File: src/mbm_pkg.sv
// Shared constants of the battery monitor two-wire register slave.
// Assumes a single 200 MHz clock; all other rates are derived from it.
package mbm_pkg;
    // Register byte addresses.
    localparam logic [7:0] ADDR_STATUS_CONFIG = 8'h01;
    localparam logic [7:0] ADDR_TEMPERATURE_HIGH = 8'h0a;
    localparam logic [7:0] ADDR_TEMPERATURE_LOW = 8'h0b;
    localparam logic [7:0] ADDR_VOLTAGE_HIGH = 8'h0c;
    localparam logic [7:0] ADDR_VOLTAGE_LOW = 8'h0d;
    localparam logic [7:0] ADDR_CURRENT_HIGH = 8'h0e;
    localparam logic [7:0] ADDR_CURRENT_LOW = 8'h0f;
    localparam logic [7:0] ADDR_CHARGE_ACCUM_HIGH = 8'h10;
    localparam logic [7:0] ADDR_CHARGE_ACCUM_LOW = 8'h11;
    localparam logic [7:0] ADDR_CURRENT_OFFSET_BIAS = 8'h61;
    localparam logic [7:0] ADDR_ACCUMULATION_BIAS = 8'h62;

    // Status/config field positions.
    localparam int STAT_RESERVED_BIT = 7;
    localparam int STAT_POWER_UP_BIT = 6;
    localparam int STAT_SLEEP_ALLOW_BIT = 5;
    localparam int STAT_NEG_BLANK_BIT = 4;
    localparam int STAT_GIO_BIT = 3;

    // Reset values and fixed constants.
    localparam logic [7:0] STATUS_CONFIG_RESET = 8'hc0;
    localparam logic [7:0] BIAS_RESET = 8'h00;
    localparam logic [2:0] ADDRESS_LOW_RESET = 3'h0;
    localparam logic [3:0] SLAVE_ADDR_HIGH = 4'h9;
    localparam logic [7:0] PAST_END_DATA = 8'hff;
    localparam logic [7:0] RESERVED_DATA = 8'h00;

    // Timing: both lines low this long lets the part sleep.
    localparam longint CLK_HZ = 200000000;
    localparam longint SLEEP_TIME_S = 2;
    localparam longint SLEEP_CYCLES = SLEEP_TIME_S * CLK_HZ;

    // Blanking thresholds in microvolts; one current step is 15625/10000 uV.
    localparam int CHARGE_BLANK_UV = 100;
    localparam int DISCHARGE_BLANK_UV = 25;
    localparam int CHARGE_BLANK_LSB = (CHARGE_BLANK_UV * 10000) / 15625;
    localparam int DISCHARGE_BLANK_LSB = (DISCHARGE_BLANK_UV * 10000) / 15625;

    // Two-wire slave states.
    typedef enum logic [3:0] {
        MBM_IDLE, MBM_ADDR, MBM_ADDR_ACK, MBM_MADDR, MBM_MADDR_ACK,
        MBM_WDATA, MBM_WDATA_ACK, MBM_RDATA, MBM_RACK
    } mbm_state_t;
endpackage

File: src/mbm_accum.sv
// Charge accumulator: adds current plus bias to a clamped running count.
// Assumes step, current and control come from logic on the same clock.
`timescale 1ns/1ps
module mbm_accum import mbm_pkg::*; #(
    parameter int FRAC_W = 8
) (
    // Clock and reset.
    input wire logic ref_clk,
    input wire logic rstn,
    // Accumulation inputs.
    input wire logic step,
    input wire logic [15:0] current,
    input wire logic [7:0] bias,
    input wire logic neg_blank,
    // Host writes.
    input wire logic wr_high,
    input wire logic wr_low,
    input wire logic [7:0] wdata,
    // Result.
    output logic [15:0] charge_accumulator
);
    localparam int W = 16 + FRAC_W;

    logic [W-1:0] acc_r;
    logic [W-1:0] acc_nxt;
    logic signed [W+1:0] term;
    logic signed [W+1:0] sum;
    logic signed [16:0] cur_eff;

    always_comb begin
        cur_eff = 17'(signed'(current));
        // Charge blanking always; discharge blanking only when enabled.
        if (!current[15] && cur_eff < 17'(CHARGE_BLANK_LSB)) begin
            cur_eff = '0;
        end else if (current[15] && neg_blank && cur_eff >= -17'(DISCHARGE_BLANK_LSB)) begin
            cur_eff = '0;
        end
        // The bias term is added after blanking so it is never suppressed.
        term = (W+2)'(cur_eff) + (W+2)'(signed'(bias));
        sum = signed'({2'b00, acc_r}) + term;
        acc_nxt = acc_r;
        if (wr_high) begin
            acc_nxt = {wdata, acc_r[W-9 -: 8], {FRAC_W{1'b0}}};
        end else if (wr_low) begin
            acc_nxt = {acc_r[W-1 -: 8], wdata, {FRAC_W{1'b0}}};
        end else if (step) begin
            if (sum < 0) begin
                acc_nxt = '0;
            end else if (sum[W]) begin
                acc_nxt = {16'hffff, {FRAC_W{1'b0}}};
            end else begin
                acc_nxt = sum[W-1:0];
            end
        end
    end

    // The count survives reset on purpose, so this register has none.
    always_ff @(posedge ref_clk) begin
        acc_r <= acc_nxt;
    end

    assign charge_accumulator = acc_r[W-1 -: 16];
endmodule

File: src/mbm_i2c_slave.sv
// Overview of operation
// New accumulator equals current plus accumulation bias plus previous accumulator.
// Bias term is added even when the current sample is blanked.
// Bias is a signed step value applied to every later accumulation.
// Host must program the bias after every power-up.
// Reading a pair's high byte latches both bytes for the command.
// Host should read both bytes of a pair in one command.
// Measurement pairs are read-only; accumulator pair is writable and survives reset.
// Offset and accumulation bias registers are writable and reset to zero.
// Status/config register is mixed access, reset value 11000000b.
// Power-up flag sets at reset and clears only by host writing zero.
// Sleep-allow enables sleep after both lines stay low two seconds.
// Negative-blank-enable blanks small discharge results from accumulation.
// General I/O bit drives the open-drain pin; reads return the pin level.
// Address-low bits set the slave address low bits; default 1001000b.
// Device is only a slave; the master makes clock, START and STOP.
// Data line is input while receiving and open-drain when returning data.
// One bit per clock; data changing while clock high is START or STOP.
// Device detects START and STOP made by the master.
// Repeated START is accepted in place of STOP then START.
// Acknowledge pulls data low across the ninth clock pulse.
// Master retries after a missing acknowledge.
// Bytes go most significant bit first; pairs high byte at even address.
// Byte address increments after the last bit of each byte.
// Writes to read-only, reserved or past-end addresses and partial bytes are dropped.
// Direction bit zero means write, one means read.
// After STOP or address mismatch, release the line and await START.
//
// Two-wire register slave of a battery monitor, holding status and bias registers.
// Assumes the serial lines and the I/O pin are asynchronous; measurement
// inputs and the accumulation step come from logic on ref_clk.
`timescale 1ns/1ps
module mbm_i2c_slave import mbm_pkg::*; #(
    parameter longint SLEEP_COUNT = SLEEP_CYCLES,
    parameter int FRAC_W = 8
) (
    // Clock and reset.
    input wire logic ref_clk,
    input wire logic rstn,
    // Two-wire bus pins.
    input wire logic scl_in,
    input wire logic sda_in,
    output logic sda_out,
    output logic sda_oe,
    // General I/O open-drain pin.
    input wire logic gio_in,
    output logic gio_out,
    output logic gio_oe,
    // Measurement results and accumulation step.
    input wire logic [15:0] temperature,
    input wire logic [15:0] voltage,
    input wire logic [15:0] current,
    input wire logic accum_step,
    // Controls toward the measurement logic.
    output logic [7:0] current_offset_bias,
    output logic negative_blank_enable,
    output logic sleep_req
);
    // Synchronisers and edge detection.
    logic [1:0] scl_sync_r;
    logic [1:0] sda_sync_r;
    logic [1:0] gio_sync_r;
    logic scl_prev_r;
    logic sda_prev_r;
    logic scl_s;
    logic sda_s;
    logic scl_rise;
    logic scl_fall;
    logic start_det;
    logic stop_det;

    // Slave state.
    mbm_state_t state_r, state_nxt;
    logic [3:0] bitcnt_r, bitcnt_nxt;
    logic [7:0] shift_r, shift_nxt;
    logic [8:0] ptr_r, ptr_nxt;
    logic [8:0] wr_addr_r, wr_addr_nxt;
    logic rw_r, rw_nxt;
    logic sda_oe_r, sda_oe_nxt;
    logic latch_vld_r, latch_vld_nxt;
    logic [7:0] latch_base_r, latch_base_nxt;
    logic [7:0] latch_low_r, latch_low_nxt;

    // Registers.
    logic power_up_flag_r, power_up_flag_nxt;
    logic sleep_allow_r, sleep_allow_nxt;
    logic neg_blank_r, neg_blank_nxt;
    logic gio_pull_r, gio_pull_nxt;
    logic [2:0] address_low_bits_r, address_low_bits_nxt;
    logic [7:0] offset_bias_r, offset_bias_nxt;
    logic [7:0] accum_bias_r, accum_bias_nxt;
    logic wr_acc_high;
    logic wr_acc_low;
    logic [15:0] charge_accumulator;

    // Sleep detection.
    logic [31:0] idle_cnt_r, idle_cnt_nxt;
    logic sleep_r, sleep_nxt;

    logic [7:0] rd_data;
    logic [15:0] pair_val;
    logic wr_en;

    // Returns the 16-bit pair whose high byte sits at the given even address.
    function automatic logic [15:0] pair_of(input logic [7:0] a);
        case (a)
            ADDR_TEMPERATURE_HIGH: pair_of = temperature;
            ADDR_VOLTAGE_HIGH: pair_of = voltage;
            ADDR_CURRENT_HIGH: pair_of = current;
            ADDR_CHARGE_ACCUM_HIGH: pair_of = charge_accumulator;
            default: pair_of = 16'h0000;
        endcase
    endfunction

    // Returns true when the address is the high byte of a two-byte register.
    function automatic logic is_pair_high(input logic [7:0] a);
        is_pair_high = (a == ADDR_TEMPERATURE_HIGH) || (a == ADDR_VOLTAGE_HIGH) ||
            (a == ADDR_CURRENT_HIGH) || (a == ADDR_CHARGE_ACCUM_HIGH);
    endfunction

    assign scl_s = scl_sync_r[1];
    assign sda_s = sda_sync_r[1];
    assign scl_rise = scl_s && !scl_prev_r;
    assign scl_fall = !scl_s && scl_prev_r;
    assign start_det = scl_s && scl_prev_r && sda_prev_r && !sda_s;
    assign stop_det = scl_s && scl_prev_r && !sda_prev_r && sda_s;

    // Read data for the byte at the pointer.
    always_comb begin
        pair_val = pair_of({ptr_r[7:1], 1'b0});
        rd_data = RESERVED_DATA;
        if (ptr_r[8]) begin
            rd_data = PAST_END_DATA;
        end else if (is_pair_high(ptr_r[7:0])) begin
            rd_data = pair_val[15:8];
        end else if (is_pair_high({ptr_r[7:1], 1'b0}) && ptr_r[0]) begin
            // The latched copy wins so the pair stays coherent.
            if (latch_vld_r && latch_base_r == {ptr_r[7:1], 1'b0}) begin
                rd_data = latch_low_r;
            end else begin
                rd_data = pair_val[7:0];
            end
        end else begin
            case (ptr_r[7:0])
                ADDR_STATUS_CONFIG: rd_data = {1'b1, power_up_flag_r, sleep_allow_r,
                    neg_blank_r, gio_sync_r[1], address_low_bits_r};
                ADDR_CURRENT_OFFSET_BIAS: rd_data = offset_bias_r;
                ADDR_ACCUMULATION_BIAS: rd_data = accum_bias_r;
                default: rd_data = RESERVED_DATA;
            endcase
        end
    end

    // Protocol engine; the slave never drives the clock.
    always_comb begin
        state_nxt = state_r;
        bitcnt_nxt = bitcnt_r;
        shift_nxt = shift_r;
        ptr_nxt = ptr_r;
        wr_addr_nxt = wr_addr_r;
        rw_nxt = rw_r;
        sda_oe_nxt = sda_oe_r;
        latch_vld_nxt = latch_vld_r;
        latch_base_nxt = latch_base_r;
        latch_low_nxt = latch_low_r;
        wr_en = 1'b0;
        if (start_det) begin
            state_nxt = MBM_ADDR;
            bitcnt_nxt = '0;
            sda_oe_nxt = 1'b0;
            latch_vld_nxt = 1'b0;
        end else if (stop_det) begin
            state_nxt = MBM_IDLE;
            sda_oe_nxt = 1'b0;
            latch_vld_nxt = 1'b0;
        end else if (scl_rise) begin
            case (state_r)
                MBM_ADDR, MBM_MADDR, MBM_WDATA: begin
                    shift_nxt = {shift_r[6:0], sda_s};
                    bitcnt_nxt = bitcnt_r + 4'h1;
                end
                MBM_RDATA: bitcnt_nxt = bitcnt_r + 4'h1;
                MBM_RACK: begin
                    // A not-acknowledge from the master ends the read.
                    if (sda_s) begin
                        state_nxt = MBM_IDLE;
                    end
                end
                default: ;
            endcase
        end else if (scl_fall) begin
            case (state_r)
                MBM_ADDR: begin
                    if (bitcnt_r == 4'h8) begin
                        if (shift_r[7:1] == {SLAVE_ADDR_HIGH, address_low_bits_r}) begin
                            state_nxt = MBM_ADDR_ACK;
                            rw_nxt = shift_r[0];
                            sda_oe_nxt = 1'b1;
                        end else begin
                            state_nxt = MBM_IDLE;
                        end
                    end
                end
                MBM_ADDR_ACK: begin
                    bitcnt_nxt = '0;
                    if (rw_r) begin
                        state_nxt = MBM_RDATA;
                        shift_nxt = rd_data;
                        sda_oe_nxt = !rd_data[7];
                        if (!ptr_r[8] && is_pair_high(ptr_r[7:0])) begin
                            latch_vld_nxt = 1'b1;
                            latch_base_nxt = ptr_r[7:0];
                            latch_low_nxt = pair_val[7:0];
                        end
                    end else begin
                        state_nxt = MBM_MADDR;
                        sda_oe_nxt = 1'b0;
                    end
                end
                MBM_MADDR: begin
                    if (bitcnt_r == 4'h8) begin
                        ptr_nxt = {1'b0, shift_r};
                        state_nxt = MBM_MADDR_ACK;
                        sda_oe_nxt = 1'b1;
                    end
                end
                MBM_WDATA: begin
                    if (bitcnt_r == 4'h8) begin
                        wr_addr_nxt = ptr_r;
                        ptr_nxt = ptr_r[8] ? ptr_r : ptr_r + 9'h001;
                        state_nxt = MBM_WDATA_ACK;
                        sda_oe_nxt = 1'b1;
                    end
                end
                MBM_MADDR_ACK, MBM_WDATA_ACK: begin
                    // A byte is stored only once its acknowledge completes.
                    wr_en = (state_r == MBM_WDATA_ACK);
                    state_nxt = MBM_WDATA;
                    bitcnt_nxt = '0;
                    sda_oe_nxt = 1'b0;
                end
                MBM_RDATA: begin
                    if (bitcnt_r == 4'h8) begin
                        ptr_nxt = ptr_r[8] ? ptr_r : ptr_r + 9'h001;
                        state_nxt = MBM_RACK;
                        sda_oe_nxt = 1'b0;
                    end else begin
                        shift_nxt = {shift_r[6:0], 1'b1};
                        sda_oe_nxt = !shift_r[6];
                    end
                end
                MBM_RACK: begin
                    state_nxt = MBM_RDATA;
                    bitcnt_nxt = '0;
                    shift_nxt = rd_data;
                    sda_oe_nxt = !rd_data[7];
                    if (!ptr_r[8] && is_pair_high(ptr_r[7:0])) begin
                        latch_vld_nxt = 1'b1;
                        latch_base_nxt = ptr_r[7:0];
                        latch_low_nxt = pair_val[7:0];
                    end
                end
                default: ;
            endcase
        end
    end

    // Register writes from completed bytes.
    always_comb begin
        power_up_flag_nxt = power_up_flag_r;
        sleep_allow_nxt = sleep_allow_r;
        neg_blank_nxt = neg_blank_r;
        gio_pull_nxt = gio_pull_r;
        address_low_bits_nxt = address_low_bits_r;
        offset_bias_nxt = offset_bias_r;
        accum_bias_nxt = accum_bias_r;
        wr_acc_high = 1'b0;
        wr_acc_low = 1'b0;
        if (wr_en && !wr_addr_r[8]) begin
            case (wr_addr_r[7:0])
                ADDR_STATUS_CONFIG: begin
                    power_up_flag_nxt = power_up_flag_r & shift_r[STAT_POWER_UP_BIT];
                    sleep_allow_nxt = shift_r[STAT_SLEEP_ALLOW_BIT];
                    neg_blank_nxt = shift_r[STAT_NEG_BLANK_BIT];
                    gio_pull_nxt = !shift_r[STAT_GIO_BIT];
                    address_low_bits_nxt = shift_r[2:0];
                end
                ADDR_CHARGE_ACCUM_HIGH: wr_acc_high = 1'b1;
                ADDR_CHARGE_ACCUM_LOW: wr_acc_low = 1'b1;
                ADDR_CURRENT_OFFSET_BIAS: offset_bias_nxt = shift_r;
                ADDR_ACCUMULATION_BIAS: accum_bias_nxt = shift_r;
                default: ;
            endcase
        end
    end

    // Sleep timer: both lines low for the full count.
    always_comb begin
        idle_cnt_nxt = idle_cnt_r;
        sleep_nxt = 1'b0;
        if (!sleep_allow_r || scl_s || sda_s) begin
            idle_cnt_nxt = '0;
        end else if (64'(idle_cnt_r) < SLEEP_COUNT) begin
            idle_cnt_nxt = idle_cnt_r + 32'h1;
        end else begin
            sleep_nxt = 1'b1;
        end
    end

    always_ff @(posedge ref_clk or negedge rstn) begin
        if (!rstn) begin
            scl_sync_r <= 2'h3;
            sda_sync_r <= 2'h3;
            gio_sync_r <= 2'h0;
            scl_prev_r <= 1'b1;
            sda_prev_r <= 1'b1;
            state_r <= MBM_IDLE;
            bitcnt_r <= '0;
            shift_r <= '0;
            ptr_r <= '0;
            wr_addr_r <= '0;
            rw_r <= 1'b0;
            sda_oe_r <= 1'b0;
            latch_vld_r <= 1'b0;
            latch_base_r <= '0;
            latch_low_r <= '0;
            power_up_flag_r <= STATUS_CONFIG_RESET[STAT_POWER_UP_BIT];
            sleep_allow_r <= STATUS_CONFIG_RESET[STAT_SLEEP_ALLOW_BIT];
            neg_blank_r <= STATUS_CONFIG_RESET[STAT_NEG_BLANK_BIT];
            gio_pull_r <= !STATUS_CONFIG_RESET[STAT_GIO_BIT];
            address_low_bits_r <= ADDRESS_LOW_RESET;
            offset_bias_r <= BIAS_RESET;
            accum_bias_r <= BIAS_RESET;
            idle_cnt_r <= '0;
            sleep_r <= 1'b0;
        end else begin
            scl_sync_r <= {scl_sync_r[0], scl_in};
            sda_sync_r <= {sda_sync_r[0], sda_in};
            gio_sync_r <= {gio_sync_r[0], gio_in};
            scl_prev_r <= scl_s;
            sda_prev_r <= sda_s;
            state_r <= state_nxt;
            bitcnt_r <= bitcnt_nxt;
            shift_r <= shift_nxt;
            ptr_r <= ptr_nxt;
            wr_addr_r <= wr_addr_nxt;
            rw_r <= rw_nxt;
            sda_oe_r <= sda_oe_nxt;
            latch_vld_r <= latch_vld_nxt;
            latch_base_r <= latch_base_nxt;
            latch_low_r <= latch_low_nxt;
            power_up_flag_r <= power_up_flag_nxt;
            sleep_allow_r <= sleep_allow_nxt;
            neg_blank_r <= neg_blank_nxt;
            gio_pull_r <= gio_pull_nxt;
            address_low_bits_r <= address_low_bits_nxt;
            offset_bias_r <= offset_bias_nxt;
            accum_bias_r <= accum_bias_nxt;
            idle_cnt_r <= idle_cnt_nxt;
            sleep_r <= sleep_nxt;
        end
    end

    mbm_accum #(
        .FRAC_W(FRAC_W)
    ) u_accum (
        .ref_clk(ref_clk),
        .rstn(rstn),
        .step(accum_step),
        .current(current),
        .bias(accum_bias_r),
        .neg_blank(neg_blank_r),
        .wr_high(wr_acc_high),
        .wr_low(wr_acc_low),
        .wdata(shift_r),
        .charge_accumulator(charge_accumulator)
    );

    // Open-drain outputs only ever pull low.
    assign sda_out = 1'b0;
    assign sda_oe = sda_oe_r;
    assign gio_out = 1'b0;
    assign gio_oe = gio_pull_r;
    assign current_offset_bias = offset_bias_r;
    assign negative_blank_enable = neg_blank_r;
    assign sleep_req = sleep_r;
endmodule

File: config.mk
export PLATFORM = sky130hd
export DESIGN_NAME = mbm_i2c_slave
export DESIGN_NICKNAME = d
export VERILOG_FILES = /design/src/mbm_pkg.sv /design/src/mbm_accum.sv /design/src/mbm_i2c_slave.sv
export SDC_FILE = /design/constraint.sdc
export NUM_CORES = 1
export LEC_CHECK = 0
export ABC_AREA = 1
export BUFFER_PORTS_ARGS = -buffer_cell sky130_fd_sc_hd__buf_2
export CORE_MARGIN = 3
export CORE_UTILIZATION = 62
export CTS_CLUSTER_DIAMETER = 200
export DETAILED_ROUTE_END_ITERATION = 16
export MAX_ROUTING_LAYER = met4
export PLACE_DENSITY_LB_ADDON = 0.3
export SLEW_MARGIN = 40
export SYNTH_ARGS = -nofsm -noshare
export SYNTH_HDL_FRONTEND = slang
export SYNTH_SLANG_ARGS = --single-unit
export TNS_END_PERCENT = 100
File: constraint.sdc
create_clock -name ref_clk -period 5 [get_ports ref_clk]
set_input_delay 1.25 -clock ref_clk [delete_from_list [all_inputs] [get_ports ref_clk]]
set_output_delay 1.25 -clock ref_clk [all_outputs]
set_load 0.03 [all_outputs]
# After elaboration in Yosys (flattened, before gate mapping)
# Index checks and enable logic that the tools add are counted.
# word_totals
output_inout_bits	14
elab_cells	237
input_bits	54
regBits	141
# classes
n_mux	78
n_addsub	5
n_reduce_logical	69
eq_ne	48
bitwise	5
magnitude_cmp	4
# op_table
cell	count
$mux W24	5
$mux W8	13
$mux W32	2
$mux W4	16
$pmux W16 S4	1
$pmux W8 S3	2
$mux W17	2
$add A32 B1 Y32 const B	1
$eq A8 B7 Y1 const B	4
$lt A32 B29 Y1 const B	1
$pmux W8 S2	2
$pmux W4 S7	1
$mux W9	3
$add A25 B18 Y26	1
$lt A26 B1 Y1 const B	1
$mux W1	26
$eq A8 B4 Y1 const B	3
$eq A8 B5 Y1 const B	3
$eq A7 B3 Y1 const B	3
$reduce_and A7 Y1	3
$ne A5 B5 Y1 const B	4
$add A17 B8 Y18	1
$pmux W9 S2	1
$reduce_and A6 Y1	3
other kinds (40)	107

# Logic depth before layout (Yosys ltp)
# logic_depth
depth_word	15
depth_mapped	20
mapped_depth_nobuf	20

# Cells and area by module
# A second synthesis with hierarchy kept.
# hier_totals
hier_cells	1605
hier_area_um2	11004.3
# modules_own_cells
module	cells_each	seq_area_each_um2	n_inst	area_each_um2
mbm_i2c_slave	970	2937.8	1	7139.3
mbm_accum	635	640.6	1	3865.0

# Worst setup path after synthesis
# Ideal clock, no wire load.
# synth_timing
path_kind	in2reg
start	in current[14]
end	reg u_accum.acc_r[13], data pin
path_stages	20
setup_ns	0.258
required_ns	4.742
path_slack_ns	0.428
n_path_buf	0
arrival_ns	4.314
cell_sequence	nand4_1 -> or2_2 -> nor4_4 -> clkinv_1 -> nand3_1 -> fa_1 -> inv_1 -> ha_1 -> inv_1 -> fa_1 -> o21ai_2 -> nand2_1 -> nand2_2 -> nand3_1 -> nand3_1 -> nand2_1 -> nand2_1 -> nor2_4 -> o21ai_0 -> nand2_1
# synth_between
elab_chain_len	10
word_cells_on_any_way	13
cone_classes	2 x add/sub; 3 x order compare; 6 x mux; 2 x reduce/logical
# synth_lines
item	line_no	source
start: declaration	mbm_i2c_slave.sv:52	input wire logic [15:0] current,
$ge A16 B5 Y1	mbm_accum.sv:35	end else if (current[15] && neg_blank && cur_eff >= -17'(DISCHARGE_BLANK_LSB)) begin
$logic_and A1 B1 Y1	mbm_accum.sv:35	
$mux W17	mbm_accum.sv:35	
$mux W17 *	mbm_accum.sv:33	if (!current[15] && cur_eff < 17'(CHARGE_BLANK_LSB)) begin
$add A17 B8 Y18 *	mbm_accum.sv:39	term = (W+2)'(cur_eff) + (W+2)'(signed'(bias));
$add A25 B18 Y26 *	mbm_accum.sv:40	sum = signed'({2'b00, acc_r}) + term;
$lt A26 B1 Y1 or $mux W24 (tied branches)	mbm_accum.sv:47, mbm_accum.sv:49	
$mux W24 *	mbm_accum.sv:47	if (sum < 0) begin
$mux W24 *	mbm_accum.sv:46	end else if (step) begin
$mux W24 *	mbm_accum.sv:44	end else if (wr_low) begin
end signal: assignment	mbm_accum.sv:59	acc_r <= acc_nxt;
end: declaration	mbm_accum.sv:24	logic [W-1:0] acc_r;
# Mark *: on every way between the ends. The rest lies on a longest branch, timed or not. The select of a mux whose other input is x is not followed.
# A chain may end at the register's enable or synchronous reset.

# Final worst setup path
# layout_timing
start	in current[7]
end	reg u_accum.acc_r[22], data pin
# layout_between
elab_chain_len	11
word_cells_on_any_way	14
cone_classes	2 x add/sub; 3 x order compare; 7 x mux; 2 x reduce/logical
# layout_lines
item	line_no	source
$ge A16 B5 Y1	mbm_accum.sv:35	
$logic_and A1 B1 Y1	mbm_accum.sv:35	
$mux W17	mbm_accum.sv:35	
$mux W17 *	mbm_accum.sv:33	
$add A17 B8 Y18 *	mbm_accum.sv:39	
$add A25 B18 Y26 *	mbm_accum.sv:40	
$lt A26 B1 Y1 or $mux W24 (tied branches)	mbm_accum.sv:47, mbm_accum.sv:49	
$mux W24 *	mbm_accum.sv:47	
$mux W24 *	mbm_accum.sv:46	
$mux W24 *	mbm_accum.sv:44	
$mux W24 *	mbm_accum.sv:42	if (wr_high) begin
named net u_accum.acc_nxt[22]	mbm_accum.sv:25	logic [W-1:0] acc_nxt;
# Mark *: on every way through the listed nets, which the timed path passes. The rest lies on a longest branch. The select of a mux whose other input is x is not followed.

==> impl_metrics.yaml <==
sta:
  rsz0062_at_grt: "false"
  period_needed_ns: 4.66
  setup-violations-final: 0
  tightest_slew_ns: 0.824
  hold_viol: 0
  slew_viol_final: 0
  skew_ns: 0.0101
  post-route-period-util_pct: 93.1
  hold_slack_ns: 0.351
  maxSlewHeadroom_pct: 44.9
  clock.fmax_mhz: 215
hold_path:
  hp-start: "gio_sync_r[0]"
  hp-class: "reg2reg"
  hold_depth: 0
  min_to: "gio_sync_r[1]"
floorplan:
  initial_core_util_pct: 63.5
  num_rows: 47
  io_pins: 68
  die_h_um: 137
  die-area_um2: 18700
  core_um2: 16600
  fp.dieW_um: 137
synthesis:
  synthFlopType: "dfrtp_1"
  synth_edf_count: 16
  synth_top_family_by_area: "simple AND/OR/NAND/NOR gates"
  synth_area_per_cell_um2: 7.15
  seq_area_frac_synth_pct: 33.9
  yosys.cell_types.count: 56
  synthArstFlopShare_pct: 83.0
  synth.ff_latch_count: 141
  synth_cells: 1478
  muxShareOfSynthArea_pct: 0
  synth-simple-area-share_pct: 33.6
  synth_fa_ha_area_share_pct: 9.07
  synth_compound_area_share_pct: 11.4
  netlist_area_um2: 10600
  synth_xor_area_share_pct: 3.73
  ys_warn_count: 0
setup_path:
  path_max_fanout: 15
  worstSetupEndpointType: "register"
  start_kind: "primary input"
  r2r-end: "u_accum.acc_r[22]"
  cp.arrival_ns: 4.84
  r2r_setup_slack_ns: 0.99
  worstSetupPathType: "in2reg"
  reg2reg_from: "negative_blank_enable"
  required_ns: 5.18
  reg2reg_depth: 18
finish:
  antennaDiodeCount: 0
  layout_commonest_cell: "nand2_1"
  final.fill_count: 1393
  final_cell_mix: "438 x nand2_1, 162 x inv_1, 161 x nor2_1, 109 x dfrtp_1, 83 x nand3_1"
  nets: 1664
  drive_gt1_share_pct: 12.2
  area_growth_pct: 10.3
  fin_util_pct: 70.1
detailed_routing:
  dr.first_iter.drc_count: 1095
  ant_nets: 0
  drc: 0
  wl_mm: 30.8
  vias: 10300
  wl_per_cell_um: 17.3
  vias_per_cell: 5.79
  firstDrtPassIters: 7
global_route:
  grt_pass1_wl_mm: 48.7
  antenna_found_initial: 0
  grt_pass1_vias: 9554
  grt_max_degree: 46
  grt_util_all_layers_pct: 34.5
  grt-ovfl-total: 0
clocking:
  holdBufCountCts: 0
  clock_latency_ns: 0.43
  cts-root-buf: "clkbuf_16"
  clkTransAtPathRegs_ns: 0.06
  cts_tree: "yes"
  cts_setup_buffers: 0
  cts_htree_levels: 4
  cts.sinks: 141
  cts_buffers: 17
  cts_max_path_buffers: 2
  post_cts_resized: 0
power:
  p_per_area_nw_per_um2: 327
  max-vdd-ir-drop_v: 0.000281
  power.leakage_nw: 5.65
placement:
  gp_congestion: 1.05
  port_buffers: 65
  hpwl_mm: 24.0
run:
  drv_cap: 0
run_status:
  status: "complete, no violations"
[layout make-up]
cell class                 count  area, um2  share of cell area [%]
multi-input combinational   1127       6120                    52.5
sequential                   141       3580                    30.7
inverter                     184        691                    5.92
clock buffer                  22        495                    4.25
timing repair buffer          78        423                    3.63
tap                          220        275                    2.36
clock inverter                 9       82.6                   0.708
[cell families after synthesis]
group / count (synthesis)
AO/OA/AOI/OAI: 219
XOR/XNOR: 45
adder cells (fa/ha/maj): 61
buffers and inverters: 211
flip-flops: 141
other: 1
AND/OR/NAND/NOR: 800
[flip-flops by register name (all words and copies together), names as in the netlist, 3 cells and up]
register and flops:
latch_base_r 8, current_offset_bias 8, state_r 4, accum_bias_r 8, address_low_bits_r 3, u_accum.acc_r 24, ptr_r 9, idle_cnt_r 32
bitcnt_r 4, latch_low_r 8, wr_addr_r 9, shift_r 8
[metal layers]
layer / vias to the layer above / routed length (um) / GRT usage, %
met5: - / 0 / -
met4: 0 / 1010 / 12.5
met3: 94 / 2770 / 5.44
met2: 566 / 13700 / 51.6
met1: 4736 / 13300 / 47.7
li1: 4910 / - / -
[worst max-delay path, stage by stage]
cell and delay, ns:
buf_2 0.13, nand4_1 0.11, or2_2 0.31, nor4_4 0.33
clkinv_1 0.17, buf_4 0.18, nand2_1 0.11, nor2_1 0.10
fa_1 0.44, ha_1 0.36, a21oi_1 0.10, or2_1 0.22
nand3_2 0.12, nand3_1 0.14, nand3_1 0.14, nand2_1 0.07
nand2_2 0.27, nand3_1 0.16, nand2_1 0.09, nand2_1 0.04
[worst max-delay path by stage]
| stage | to | cells after the start | startpoint | slack, ns |
|---|---|---|---|---|
| finish | u_accum.acc_r[22] | 20 | current[7] | 0.34 |
| global route | u_accum.acc_r[22] | 21 | current[7] | 0.14 |
| CTS | u_accum.acc_r[22] | 18 | current[7] | 0.32 |
| detailed placement | u_accum.acc_r[22] | 18 | current[7] | -0.12 |
| global placement | u_accum.acc_r[22] | 18 | current[7] | 0.09 |
| floorplan | u_accum.acc_r[13] | 20 | current[14] | 0.43 |
[power by group]
group | switching [mW] | internal (mW) | total, mW
Clock | 0.498 | 0.750 | 1.25
Combinational | 0.796 | 0.373 | 1.17
Sequential | 0.132 | 1.26 | 1.40
Total | 1.43 | 2.39 | 3.81
[cells in the mapped netlist, types with 5 or more instances]
cell type | count | area share (%)
buf_2 | 8 | 0.38
dfrtp_1 | 109 | 26
nand2_1 | 438 | 16
nor3_1 | 29 | 1.4
inv_1 | 162 | 5.8
nor2_1 | 162 | 5.8
o22ai_1 | 12 | 0.71
edfxtp_1 | 16 | 4.5
nor2_4 | 8 | 0.85
xor2_1 | 38 | 3.1
nand4_1 | 23 | 1.4
a21oi_1 | 66 | 3.1
o21ai_1 | 32 | 1.5
ha_1 | 35 | 4.1
o21bai_1 | 5 | 0.36
dfxtp_1 | 8 | 1.5
xnor2_1 | 7 | 0.58
o21ai_0 | 79 | 3.7
nor2_2 | 8 | 0.47
inv_2 | 20 | 0.71
nor4_1 | 5 | 0.30
buf_6 | 7 | 0.75
fa_1 | 26 | 4.9
nand2_2 | 11 | 0.65
dfstp_2 | 8 | 2.0
or2_1 | 8 | 0.47
a22oi_1 | 5 | 0.36
buf_4 | 7 | 0.50
nand3_1 | 83 | 3.9
clkbuf_1 | 5 | 0.18
nand3_2 | 6 | 0.57
[stage by stage]
| step | instances | worst slack (ns) | setup TNS, ns | power, mW | instance area [um2] |
|---|---|---|---|---|---|
| 6_report | 1781 | 0.343 | 0 | 3.81 | 11700 |
| 5_1_grt | 1781 | 0.144 | 0 | 4.00 | 11700 |
| 2_1_floorplan | 1479 | 0.428 | 0 | 2.17 | 10600 |
| 3_5_place_dp | 1749 | -0.118 | -0.954 | 2.54 | 11100 |
| 3_3_place_gp | 1749 | 0.0914 | 0 | 2.52 | 11100 |
| 4_1_cts | 1780 | 0.318 | 0 | 3.78 | 11700 |
No activity file was read; power rests on OpenSTA's default activity.
